## config.mk

```make
export PLATFORM = sky130hd
export DESIGN_NAME = byte_rotate_unit
export DESIGN_NICKNAME = d
export VERILOG_FILES = /design/src/hdl/byte_rotate_pkg.sv /design/src/hdl/rotate_datapath.sv /design/src/hdl/byte_rotate_unit.sv
export SDC_FILE = /design/constraint.sdc
export NUM_CORES = 1
export LEC_CHECK = 0
export ABC_AREA = 1
export BUFFER_PORTS_ARGS = -buffer_cell sky130_fd_sc_hd__buf_4
export CAP_MARGIN = 20
export CORE_ASPECT_RATIO = 0.6
export CORE_UTILIZATION = 40
export DETAILED_ROUTE_END_ITERATION = 6
export GPL_TIMING_DRIVEN = 0
export PLACE_DENSITY = 0.79
export RECOVER_POWER = 50
export SETUP_SLACK_MARGIN = 0.1
export SKIP_CTS_REPAIR_TIMING = 1
export SLEW_MARGIN = 5
export SYNTH_ARGS = -nofsm -noshare
export SYNTH_HDL_FRONTEND = slang
export SYNTH_SLANG_ARGS = --single-unit
export TNS_END_PERCENT = 5
```

## constraint.sdc

```tcl
create_clock -name clk_i -period 0.8 [get_ports clk_i]
set_input_delay 0.04 -clock clk_i [delete_from_list [all_inputs] [get_ports clk_i]]
set_output_delay 0.04 -clock clk_i [all_outputs]
set_load 0.005 [all_outputs]
```

## src/hdl/byte_rotate_pkg.sv

```systemverilog
// Shared types and constants for the byte rotate datapath.
// Assumes an 8-bit core that decodes rotate instructions and supplies the memory operand.
package byte_rotate_pkg;

   localparam int DATA_W = 8;
   localparam int MSB = 7;
   localparam int LSB = 0;
   localparam logic [DATA_W-1:0] WREG_RST = 8'h00;
   localparam logic CARRY_RST = 1'h0;

   typedef enum logic [2:0] {
      rotate_left_to_working_reg,
      rotate_left_through_carry,
      rotate_left_carry_to_working_reg,
      rotate_right_in_place,
      rotate_right_to_working_reg
   } rot_op_t;

   // One decoded rotate instruction with its memory operand
   typedef struct packed {
      logic valid;
      rot_op_t op;
      logic [DATA_W-1:0] mem_byte;
   } rot_req_t;

   // Where a result goes and what it does to carry
   typedef struct packed {
      logic [DATA_W-1:0] data;
      logic carry_out;
      logic to_mem;
      logic to_wreg;
      logic carry_upd;
   } rot_res_t;

   // Core register loads from outside this block
   typedef struct packed {
      logic wreg_load;
      logic [DATA_W-1:0] wreg_value;
      logic carry_load;
      logic carry_value;
   } core_load_t;

endpackage : byte_rotate_pkg

```

## src/hdl/rotate_datapath.sv

```systemverilog
// Combinational rotate network: result byte, new carry and destination controls.
// Assumes the caller registers the outputs and owns the working register and carry.
`timescale 1ns/1ps
module rotate_datapath
   import byte_rotate_pkg::*;
(
   // Operation
   input wire rot_op_t op_i,
   input wire logic [DATA_W-1:0] mem_byte_i,
   input wire logic carry_i,
   // Result
   output rot_res_t res_o
);

   function automatic logic [DATA_W-1:0] rot_left(input logic [DATA_W-1:0] v, input logic fill);
      rot_left = {v[MSB-1:LSB], fill};
   endfunction : rot_left

   function automatic logic [DATA_W-1:0] rot_right(input logic [DATA_W-1:0] v, input logic fill);
      rot_right = {fill, v[MSB:LSB+1]};
   endfunction : rot_right

   wire logic [DATA_W-1:0] left_wrap = rot_left(mem_byte_i, mem_byte_i[MSB]);
   wire logic [DATA_W-1:0] left_carry = rot_left(mem_byte_i, carry_i);
   wire logic [DATA_W-1:0] right_wrap = rot_right(mem_byte_i, mem_byte_i[LSB]);

   always_comb begin
      res_o = '0;
      res_o.carry_out = carry_i;
      unique case (op_i)
         rotate_left_to_working_reg: begin
            res_o.data = left_wrap;
            res_o.to_wreg = 1'b1;
         end
         rotate_left_through_carry: begin
            res_o.data = left_carry;
            res_o.carry_out = mem_byte_i[MSB];
            res_o.carry_upd = 1'b1;
            res_o.to_mem = 1'b1;
         end
         rotate_left_carry_to_working_reg: begin
            res_o.data = left_carry;
            res_o.carry_out = mem_byte_i[MSB];
            res_o.carry_upd = 1'b1;
            res_o.to_wreg = 1'b1;
         end
         rotate_right_in_place: begin
            res_o.data = right_wrap;
            res_o.to_mem = 1'b1;
         end
         rotate_right_to_working_reg: begin
            // Carry stays as it is; only the byte turns round
            res_o.data = right_wrap;
            res_o.to_wreg = 1'b1;
         end
         default: begin
            res_o.data = mem_byte_i;
         end
      endcase
   end

endmodule : rotate_datapath

```

## src/hdl/byte_rotate_unit.sv

```systemverilog
// Rotate execution unit: holds the working register and carry flag, writes memory results back.
// Assumes the core presents one decoded rotate per cycle with its memory byte already fetched.
// How it works
// - Rotate memory left, wrap, into working register
// - Nine-bit left rotate through carry, back to memory
// - Nine-bit left rotate through carry into working register
// - Rotate memory right with wrap, back to memory
// - Rotate memory right with wrap into working register
`timescale 1ns/1ps
module byte_rotate_unit
   import byte_rotate_pkg::*;
(
   // Clock and reset
   input wire logic clk_i,
   input wire logic rst_n_i,
   // Decoded rotate request
   input wire rot_req_t req_i,
   // Loads of working register and carry by other instructions
   input wire core_load_t load_i,
   // Core state
   output logic [DATA_W-1:0] working_register_o,
   output logic carry_o,
   // Memory write-back
   output logic mem_we_o,
   output logic [DATA_W-1:0] mem_wdata_o,
   // Completion
   output logic done_o
);

   // Core state and registered outputs
   logic [DATA_W-1:0] working_register;
   logic carry;
   logic mem_we;
   logic [DATA_W-1:0] mem_wdata;
   logic done;
   rot_res_t res;

   rotate_datapath u_rotate_datapath (
      .op_i(req_i.op),
      .mem_byte_i(req_i.mem_byte),
      .carry_i(carry),
      .res_o(res)
   );

   // A rotate in the same cycle as an outside load wins, as it is the newer instruction
   wire logic do_rot = req_i.valid;
   wire logic wreg_from_rot = do_rot && res.to_wreg;
   wire logic carry_from_rot = do_rot && res.carry_upd;
   wire logic wreg_from_load = !do_rot && load_i.wreg_load;
   wire logic carry_from_load = !do_rot && load_i.carry_load;
   wire logic mem_from_rot = do_rot && res.to_mem;

   // Rotate first, then outside load, else hold; the carry read is this cycle's flag
   wire logic [DATA_W-1:0] next_working_register =
      wreg_from_rot ? res.data : (wreg_from_load ? load_i.wreg_value : working_register);
   wire logic next_carry =
      carry_from_rot ? res.carry_out : (carry_from_load ? load_i.carry_value : carry);
   wire logic [DATA_W-1:0] next_mem_wdata = mem_from_rot ? res.data : mem_wdata;

   // Working register and carry live here so that back-to-back carry rotates chain
   always_ff @(posedge clk_i or negedge rst_n_i) begin
      if (!rst_n_i) begin
         working_register <= WREG_RST;
         carry <= CARRY_RST;
      end else begin
         working_register <= next_working_register;
         carry <= next_carry;
      end
   end

   // Memory is only written for in-place forms; the others leave the operand untouched
   always_ff @(posedge clk_i or negedge rst_n_i) begin
      if (!rst_n_i) begin
         mem_we <= 1'b0;
         mem_wdata <= WREG_RST;
         done <= 1'b0;
      end else begin
         mem_we <= mem_from_rot;
         mem_wdata <= next_mem_wdata;
         done <= do_rot;
      end
   end

   // Every output comes straight from a flip-flop
   assign working_register_o = working_register;
   assign carry_o = carry;
   assign mem_we_o = mem_we;
   assign mem_wdata_o = mem_wdata;
   assign done_o = done;

   // Checks
   // Each request kind has its own qualifier so that every property reads like its rule
   wire logic [DATA_W-1:0] mem_byte = req_i.mem_byte;
   wire logic left_wreg_req = req_i.valid && req_i.op == rotate_left_to_working_reg;
   wire logic left_carry_mem_req = req_i.valid && req_i.op == rotate_left_through_carry;
   wire logic left_carry_wreg_req = req_i.valid && req_i.op == rotate_left_carry_to_working_reg;
   wire logic right_mem_req = req_i.valid && req_i.op == rotate_right_in_place;
   wire logic right_wreg_req = req_i.valid && req_i.op == rotate_right_to_working_reg;
   wire logic wreg_form_req = left_wreg_req || left_carry_wreg_req || right_wreg_req;
   wire logic mem_form_req = left_carry_mem_req || right_mem_req;
   wire logic illegal_req = req_i.valid && !wreg_form_req && !mem_form_req;
   // Loads only count in cycles without a rotate
   wire logic wreg_load_only = !req_i.valid && load_i.wreg_load;
   wire logic carry_load_only = !req_i.valid && load_i.carry_load;
   wire logic wreg_idle = !req_i.valid && !load_i.wreg_load;
   wire logic carry_idle = !req_i.valid && !load_i.carry_load;
   wire logic carry_keep_req = req_i.valid && !left_carry_mem_req && !left_carry_wreg_req;
endmodule : byte_rotate_unit

```

==> metrics.txt, run 1 <==
period utilisation layout=1.066; Die ar.=3032 um2; Synth Register Bits=19; vias in the first global route=1,021; RR Endpoint=working_register_o[0]; H-tree levels=1; Avg Inst Size Synth=7.344 um2; DR WL/cell=13.26 um; worst r2r path cells=4; area occupied by registers=475.5 um2; commonest non-fill, non-tap cell in the layout=nand2_1; clock slew at reported path FFs=70 ps; total core area=2575 um2; fill cell count=229; hold path depth=5; Post-Syn Nets=178; grt met1 use=0.2748; Max stage delay on crit path=420 ps; CTS tree=done; failing checks=negative setup slack; top-level port count=44; Die Ht=43.06 um; Worst path top cell family by delay=flip-flops; footprint of the multi-input gates=586.8 um2; worst-skew pair later-pin latency=250 ps; starting DRC count in detailed routing=49; startpoint types=flip-flop; initial antenna violation count=0; RSZ-0062 raised after global routing=yes; final setup violation count=22; Setup CP Type=flip-flop to output port; largest net degree at the start of global routing=20; Fin Setup TNS=-347.3 ps; fmax=1.173 GHz; Synth cell types=17; Area Overhead vs Synth=49.89%; drt via density=5.126; power per cell area=1686 nW/um2; drt pass-1 iters=4; via count=1,220; post-synthesis sequential area ratio=0.4232; Slew Limit Fails=0; Slew Limit Headroom=0.6825; required time worst endpoint=760 ps; n_diodes=0; Reg2Reg Launch Point=carry_o; first-pass GRT wire length=4657 um; critical path's slowest cell=dfrtp_1; Lkg Pwr=0.8855 nW; # Max-Cap Violations=0; CP Cell Sequence=buf_6; number of port buffers=43; Die W=70.42 um; DRT Wirelength=3155 um; clk buf depth=2; Post-Synthesis Cells=153; DRC viols=0; Worst Clk Skew=0.2636 ps; GR met3 Demand/Resource=0.06176; share of layout cells above drive strength 1=0.3252; initial core utilization=0.4363; CP Capture Type=output port; Final ANT Viol Nets=0; Detailed Place HPWL=2340 um; worst hold endpoint=carry_o; setup ws final=-52.69 ps; status=finished, violations left; Clock Tree Root=clkbuf_8; Buf/Inv on CP=1; Worst Path Max Fanout=2; CTS buffer count=3; Hold Startpoint=load_i[0]; GPL Wtd Cong=0.8830; synthesized cell area=1124 um2; total gr overflow=0; worst min-delay path class=input port to flip-flop; Place WS=-354.3 ps; warnings from Yosys=0; # rows=14; Total GRT Usage=0.1983; worst slew pin tran=476.2 ps; most frequent cells in the layout=49 x nand2_1, 31 x nand3_1, 29 x buf_4, 19 x dfrtp_1; R2R Setup Slk=0 ps; Worst Path Arrival=810 ps; Worst IR Drop VDD=0.0008274 V; Fin. Hold Viols=0; GR Util met2=0.3257; gr busiest metal=met2; CTS sink cnt=19; post-route minimum period=852.7 ps; Nets=232
flip-flops by register name, indices dropped and copies added, names as in the netlist:
name,cells
mem_wdata_o,8
carry_o,1
done_o,1
mem_we_o,1
working_register_o,8
layer usage:
layer / up-vias / share of wire / wire [um]
met1: 569 / 0.44 / 1391
met4: 0 / 0.0048 / 15
met5: - / 0 / 0
met2: 49 / 0.48 / 1525
li1: 600 / - / -
met3: 2 / 0.070 / 222
cell usage after synthesis (all sizes together):
cell / number / area (um2)
a21oi: 2 / 21.27
buf: 1 / 7.510
dfrtp: 19 / 475.5
inv: 22 / 82.57
nand2: 53 / 209.0
nand3: 32 / 160.2
nor2: 6 / 48.80
o21a: 7 / 52.55
o21ai: 11 / 66.31
report_power, final:
group	switching [mW]	internal (mW)	leakage, nW	total, mW
registers	0.122	1.12	0.221	1.24
logic	0.412	0.532	0.639	0.943
clock network	0.312	0.346	0.0255	0.658
total	0.845	1.99	0.886	2.84
logic make-up after synthesis:
group,synth area share
buf+inv,0.08017
flops,0.4232
simple gates,0.3719
compound gates,0.1247
area by class of cell:
type / count / area share
flip-flops and latches: 19 / 0.2823
repair buffers: 49 / 0.2578
clock inverters: 1 / 0.002972
inverters: 22 / 0.05349
multi-input cells: 111 / 0.3484
clock buffers: 3 / 0.02452
well taps: 32 / 0.02377
plain buffers: 1 / 0.006686
per-stage QoR:
step / hold WS, ps / area [um2] / utilization / cells / power [mW]
after floorplan: -255.6 / 1132 / - / 153 / 1.582
after global placement: -80.09 / 1495 / 0.5807 / 228 / 2.015
after detailed placement: -70.75 / 1495 / 0.5807 / 228 / 2.040
after CTS: -352.0 / 1541 / 0.5986 / 232 / 2.700
after global routing: 109.6 / 1684 / 0.6540 / 238 / 3.009
final: 95.78 / 1684 / 0.6540 / 238 / 2.840
how the worst max path moves through the flow:
stage / start / to / cells past startpoint
after floorplan: req_i[8] / working_register_o[1] / 6
after global placement: req_i[8] / working_register_o[3] / 7
after detailed placement: req_i[8] / working_register_o[1] / 7
after CTS: req_i[8] / working_register_o[7] / 7
after global routing: mem_wdata_o[4] / mem_wdata_o[4] / 1
final: mem_wdata_o[4] / mem_wdata_o[4] / 1
(Power assumes the default switching activity.)
==> run 2: changes to the inputs <==
--- a/config.mk
+++ b/config.mk
@@ -8,7 +8,6 @@
 export ABC_AREA = 1
 export BUFFER_PORTS_ARGS = -buffer_cell sky130_fd_sc_hd__buf_4
 export CAP_MARGIN = 20
-export CORE_ASPECT_RATIO = 0.6
 export CORE_UTILIZATION = 40
 export DETAILED_ROUTE_END_ITERATION = 6
 export GPL_TIMING_DRIVEN = 0
@@ -16,7 +15,7 @@
 export RECOVER_POWER = 50
 export SETUP_SLACK_MARGIN = 0.1
 export SKIP_CTS_REPAIR_TIMING = 1
-export SLEW_MARGIN = 5
+export SLEW_MARGIN = 20
 export SYNTH_ARGS = -nofsm -noshare
 export SYNTH_HDL_FRONTEND = slang
 export SYNTH_SLANG_ARGS = --single-unit
==> constraint.sdc (replaced) <==
create_clock -name clk_i -period 0.8 [get_ports clk_i]
set_input_delay 0.16 -clock clk_i [delete_from_list [all_inputs] [get_ports clk_i]]
set_output_delay 0.16 -clock clk_i [all_outputs]
set_load 0.005 [all_outputs]
==> metrics.txt, run 2 (synthesis gave the netlist of run 1 again) <==
status=finished, violations left; failing checks=negative setup slack; starting DRC count in detailed routing=31; via count=1,208; CTS buffer count=3; CP Capture Type=output port; commonest non-fill, non-tap cell in the layout=nand2_1; Worst path top cell family by delay=flip-flops; period utilisation layout=1.269; GPL Wtd Cong=0.8844; # rows=18; Setup CP Type=flip-flop to output port; Fin. Hold Viols=0; total gr overflow=0; Total GRT Usage=0.2168; n_diodes=0; Reg power frac=0.461; H-tree levels=1; Hold Startpoint=req_i[11]; startpoint types=flip-flop; power per cell area=1645 nW/um2; RSZ-0062 raised after global routing=yes; initial antenna violation count=0; fmax=0.9849 GHz; final setup violation count=36; Detailed Place HPWL=2197 um; Area Overhead vs Synth=44.10%; setup ws final=-215.3 ps; Final Core Density=0.6306; sw power=0.8403 mW; CP Launch Point=carry_o; drt pass-1 iters=5; largest net degree at the start of global routing=20; Total Power=2.664 mW; Worst Path Arrival=860 ps; Die W=55 um; Slew Limit Fails=0; number of port buffers=43; share of layout cells above drive strength 1=0.3134; clock slew at reported path FFs=110 ps; Buf/Inv on CP=1; final cell count without fillers=231; Die ar.=3025 um2; footprint of the multi-input gates=575.6 um2; Reg2Reg Launch Point=carry_o; DRT Wirelength=2871 um; DR WL/cell=12.43 um; vias in the first global route=1,105; total core area=2567 um2; clk buf depth=2; required time worst endpoint=640 ps; Place WS=-476.0 ps; Fin Setup TNS=-5032 ps; DRC viols=0; Nets=227; WHS=27.40 ps; final instance area=1619 um2; Cell Area, Placed=1493 um2; worst-skew pair later-pin latency=310 ps; initial core utilization=0.4376; Clock power frac=0.195; Int Pwr=1.824 mW; Slew Limit Headroom=0.6781; fill cell count=246; top-level port count=44; Worst Clk Skew=7.579 ps; worst min-delay path class=input port to flip-flop; switching portion of total power=0.3154; Max stage delay on crit path=420 ps; critical path's slowest cell=dfrtp_1; most frequent cells in the layout=49 x nand2_1, 31 x nand3_1, 23 x buf_4, 20 x buf_6, 19 x dfrtp_1; worst slew pin tran=482.9 ps; Worst Path Max Fanout=3; CTS tree=done; Die Ht=55 um; Gate power share=0.345; CTS sink cnt=19; post-route minimum period=1015 ps; Lkg Pwr=0.8501 nW; Worst IR Drop VDD=0.001209 V; # Max-Cap Violations=0; area occupied by registers=475.5 um2; CP Cell Sequence=buf_6; Final ANT Viol Nets=0; first-pass GRT wire length=4643 um; Placed Instances=226; Clock Tree Root=clkbuf_4; drt via density=5.229
-- run 2: changes by cell type in the layout (fill, tap and decap cells not counted), moves of 2 or more --
cell	before	now
buf_4	29	23
clkbuf_4	0	3
clkbuf_8	3	0
buf_6	18	20
nor2_2	0	2
-- run 2: layout make-up --
type | instances | area share
Multi-Input combinational cell | 111 | 0.3555
Inverter | 22 | 0.05564
Timing Repair Buffer | 44 | 0.2481
Buffer | 1 | 0.006955
Clock buffer | 3 | 0.01391
Sequential cell | 19 | 0.2937
Tap cell | 30 | 0.02318
Clock inverter | 1 | 0.003091
-- run 2: layer usage --
| layer | vias to the layer above | global-route usage | share of wire |
|---|---|---|---|
| li1 | 594 | - | - |
| met1 | 553 | 0.2678 | 0.42 |
| met2 | 53 | 0.3735 | 0.50 |
| met3 | 8 | 0.03279 | 0.067 |
| met4 | 0 | 0.08750 | 0.018 |
| met5 | - | 0 | 0 |
-- run 2: worst register-to-register path, delay by kind of cell (launching register included) --
family	cells	cell delay [ps]
flops	1	420
simple gates	4	320
-- run 2: worst paths after layout --
check	cells past startpoint	slack [ps]	end
setup / recovery	1	-220	carry_o
hold / removal	1	30	done_o
setup reg to reg	4	-30	working_register_o[0]
hold reg to reg	2	510	working_register_o[1]
max in group asynchronous	2	130	carry_o
min in group asynchronous	2	330	mem_we_o
-- run 2: power by group through the flow --
stage | clock [mW] | sequential (mW) | combinational [mW]
2_1_floorplan | 0 | 1.23 | 0.355
3_3_place_gp | 0 | 1.21 | 0.791
3_5_place_dp | 0 | 1.22 | 0.812
4_1_cts | 0.541 | 1.20 | 0.817
5_1_grt | 0.558 | 1.25 | 1.04
6_report | 0.519 | 1.23 | 0.918
==> run 3: changes to the inputs <==
--- a/config.mk
+++ b/config.mk
@@ -11,6 +11,7 @@
 export CORE_UTILIZATION = 40
 export DETAILED_ROUTE_END_ITERATION = 6
 export GPL_TIMING_DRIVEN = 0
+export HOLD_SLACK_MARGIN = 0.06
 export PLACE_DENSITY = 0.79
 export RECOVER_POWER = 50
 export SETUP_SLACK_MARGIN = 0.1
==> metrics.txt, run 3 (synthesis gave the netlist of run 1 again) <==
Nets=228; # rows=18; RR Endpoint=working_register_o[0]; n_diodes=0; fmax=0.9809 GHz; worst-skew pair later-pin latency=320 ps; Hold Startpoint=load_i[0]; post-route minimum period=1019 ps; Lkg Pwr=0.8543 nW; CTS buffer count=3; R2R Setup Slk=-30 ps; Worst IR Drop VDD=0.001212 V; via count=1,211; Total Power=2.672 mW; Fin. Hold Viols=0; Fin Setup TNS=-4911 ps; first-pass GRT wire length=4643 um; startpoint types=flip-flop; DRC viols=0; failing checks=negative setup slack; period utilisation layout=1.274; starting DRC count in detailed routing=31; Worst path top cell family by delay=flip-flops; Worst Clk Skew=7.144 ps; initial antenna violation count=0; H-tree levels=1; total gr overflow=0; Worst Path Max Fanout=3; Place WS=-476.0 ps; critical path's slowest cell=dfrtp_1; clk buf depth=2; clock slew at reported path FFs=110 ps; setup ws final=-219.4 ps; Die W=55 um; worst min-delay path class=input port to flip-flop; footprint of the multi-input gates=575.6 um2; # Max-Cap Violations=0; share of layout cells above drive strength 1=0.3119; Reg2Reg Launch Point=carry_o; total core area=2567 um2; Final ANT Viol Nets=0; worst r2r path cells=4; hold path depth=5; Clock Tree Root=clkbuf_4; worst slew pin tran=477.9 ps; Worst Path Arrival=860 ps; Total GRT Usage=0.2168; Buf/Inv on CP=1; CP Cell Sequence=buf_6; DR WL/cell=12.33 um; CTS tree=done; GPL Wtd Cong=0.8844; Die ar.=3025 um2; Final Core Density=0.6345; drt pass-1 iters=6; Slew Limit Headroom=0.6814; Max stage delay on crit path=420 ps; Die Ht=55 um; drt via density=5.220; CTS sink cnt=19; initial core utilization=0.4376; number of port buffers=43; Slew Limit Fails=0; top-level port count=44; area occupied by registers=475.5 um2; fill cell count=247; vias in the first global route=1,105; DRT Wirelength=2860 um; final setup violation count=34; RSZ-0062 raised after global routing=yes; CP Capture Type=output port; worst hold endpoint=carry_o; power per cell area=1640 nW/um2; required time worst endpoint=640 ps; largest net degree at the start of global routing=20; most frequent cells in the layout=49 x nand2_1, 31 x nand3_1, 23 x buf_4, 20 x buf_6, 19 x dfrtp_1; status=finished, violations left; Area Overhead vs Synth=44.99%; Detailed Place HPWL=2197 um; Setup CP Type=flip-flop to output port; commonest non-fill, non-tap cell in the layout=nand2_1
## run 3: worst reg2reg max path, stage by stage (launching register included)
cell,delay [ps]
dfrtp_1,420
nand2_1,100
nand3_1,100
nand2_1,70
nand2_1,50
## run 3: per-layer routing
layer | wire length, um | global-route usage | share of wire
met5 | 0 | 0 | 0
met4 | 58 | 0.08750 | 0.020
met3 | 185 | 0.03279 | 0.065
met2 | 1418 | 0.3735 | 0.50
met1 | 1197 | 0.2678 | 0.42
## run 3: through the flow
stage | std cells | cell area, um2 | hold slack [ps]
3_3_place_gp | 226 | 1493 | 43.43
3_5_place_dp | 226 | 1493 | 56.98
6_report | 232 | 1629 | 157.2
5_1_grt | 232 | 1629 | 175.4
4_1_cts | 230 | 1520 | -295.8
2_1_floorplan | 153 | 1132 | -135.6
## run 3: cell type report
cell class / instances / area share
buffer: 1 / 0.006912
clock buffer: 3 / 0.01382
clock inverter: 1 / 0.003072
inverter: 22 / 0.05530
multi-input combinational: 111 / 0.3533
sequential: 19 / 0.2919
tap: 30 / 0.02304
timing repair buffer: 45 / 0.2527
## run 3: worst max-delay path by stage
stage | startpoint | depth (start not counted) | slack (ps) | to
2_1_floorplan | req_i[8] | 6 | -150 | working_register_o[1]
3_3_place_gp | req_i[8] | 7 | -440 | working_register_o[5]
3_5_place_dp | req_i[8] | 7 | -480 | working_register_o[4]
4_1_cts | carry_o | 1 | -240 | carry_o
5_1_grt | req_i[9] | 7 | -250 | working_register_o[7]
6_report | carry_o | 1 | -220 | carry_o
## run 3: power breakdown
part / switching [mW] / internal, mW
sequential: 0.112 / 1.12
combinational: 0.395 / 0.525
clock: 0.338 / 0.187
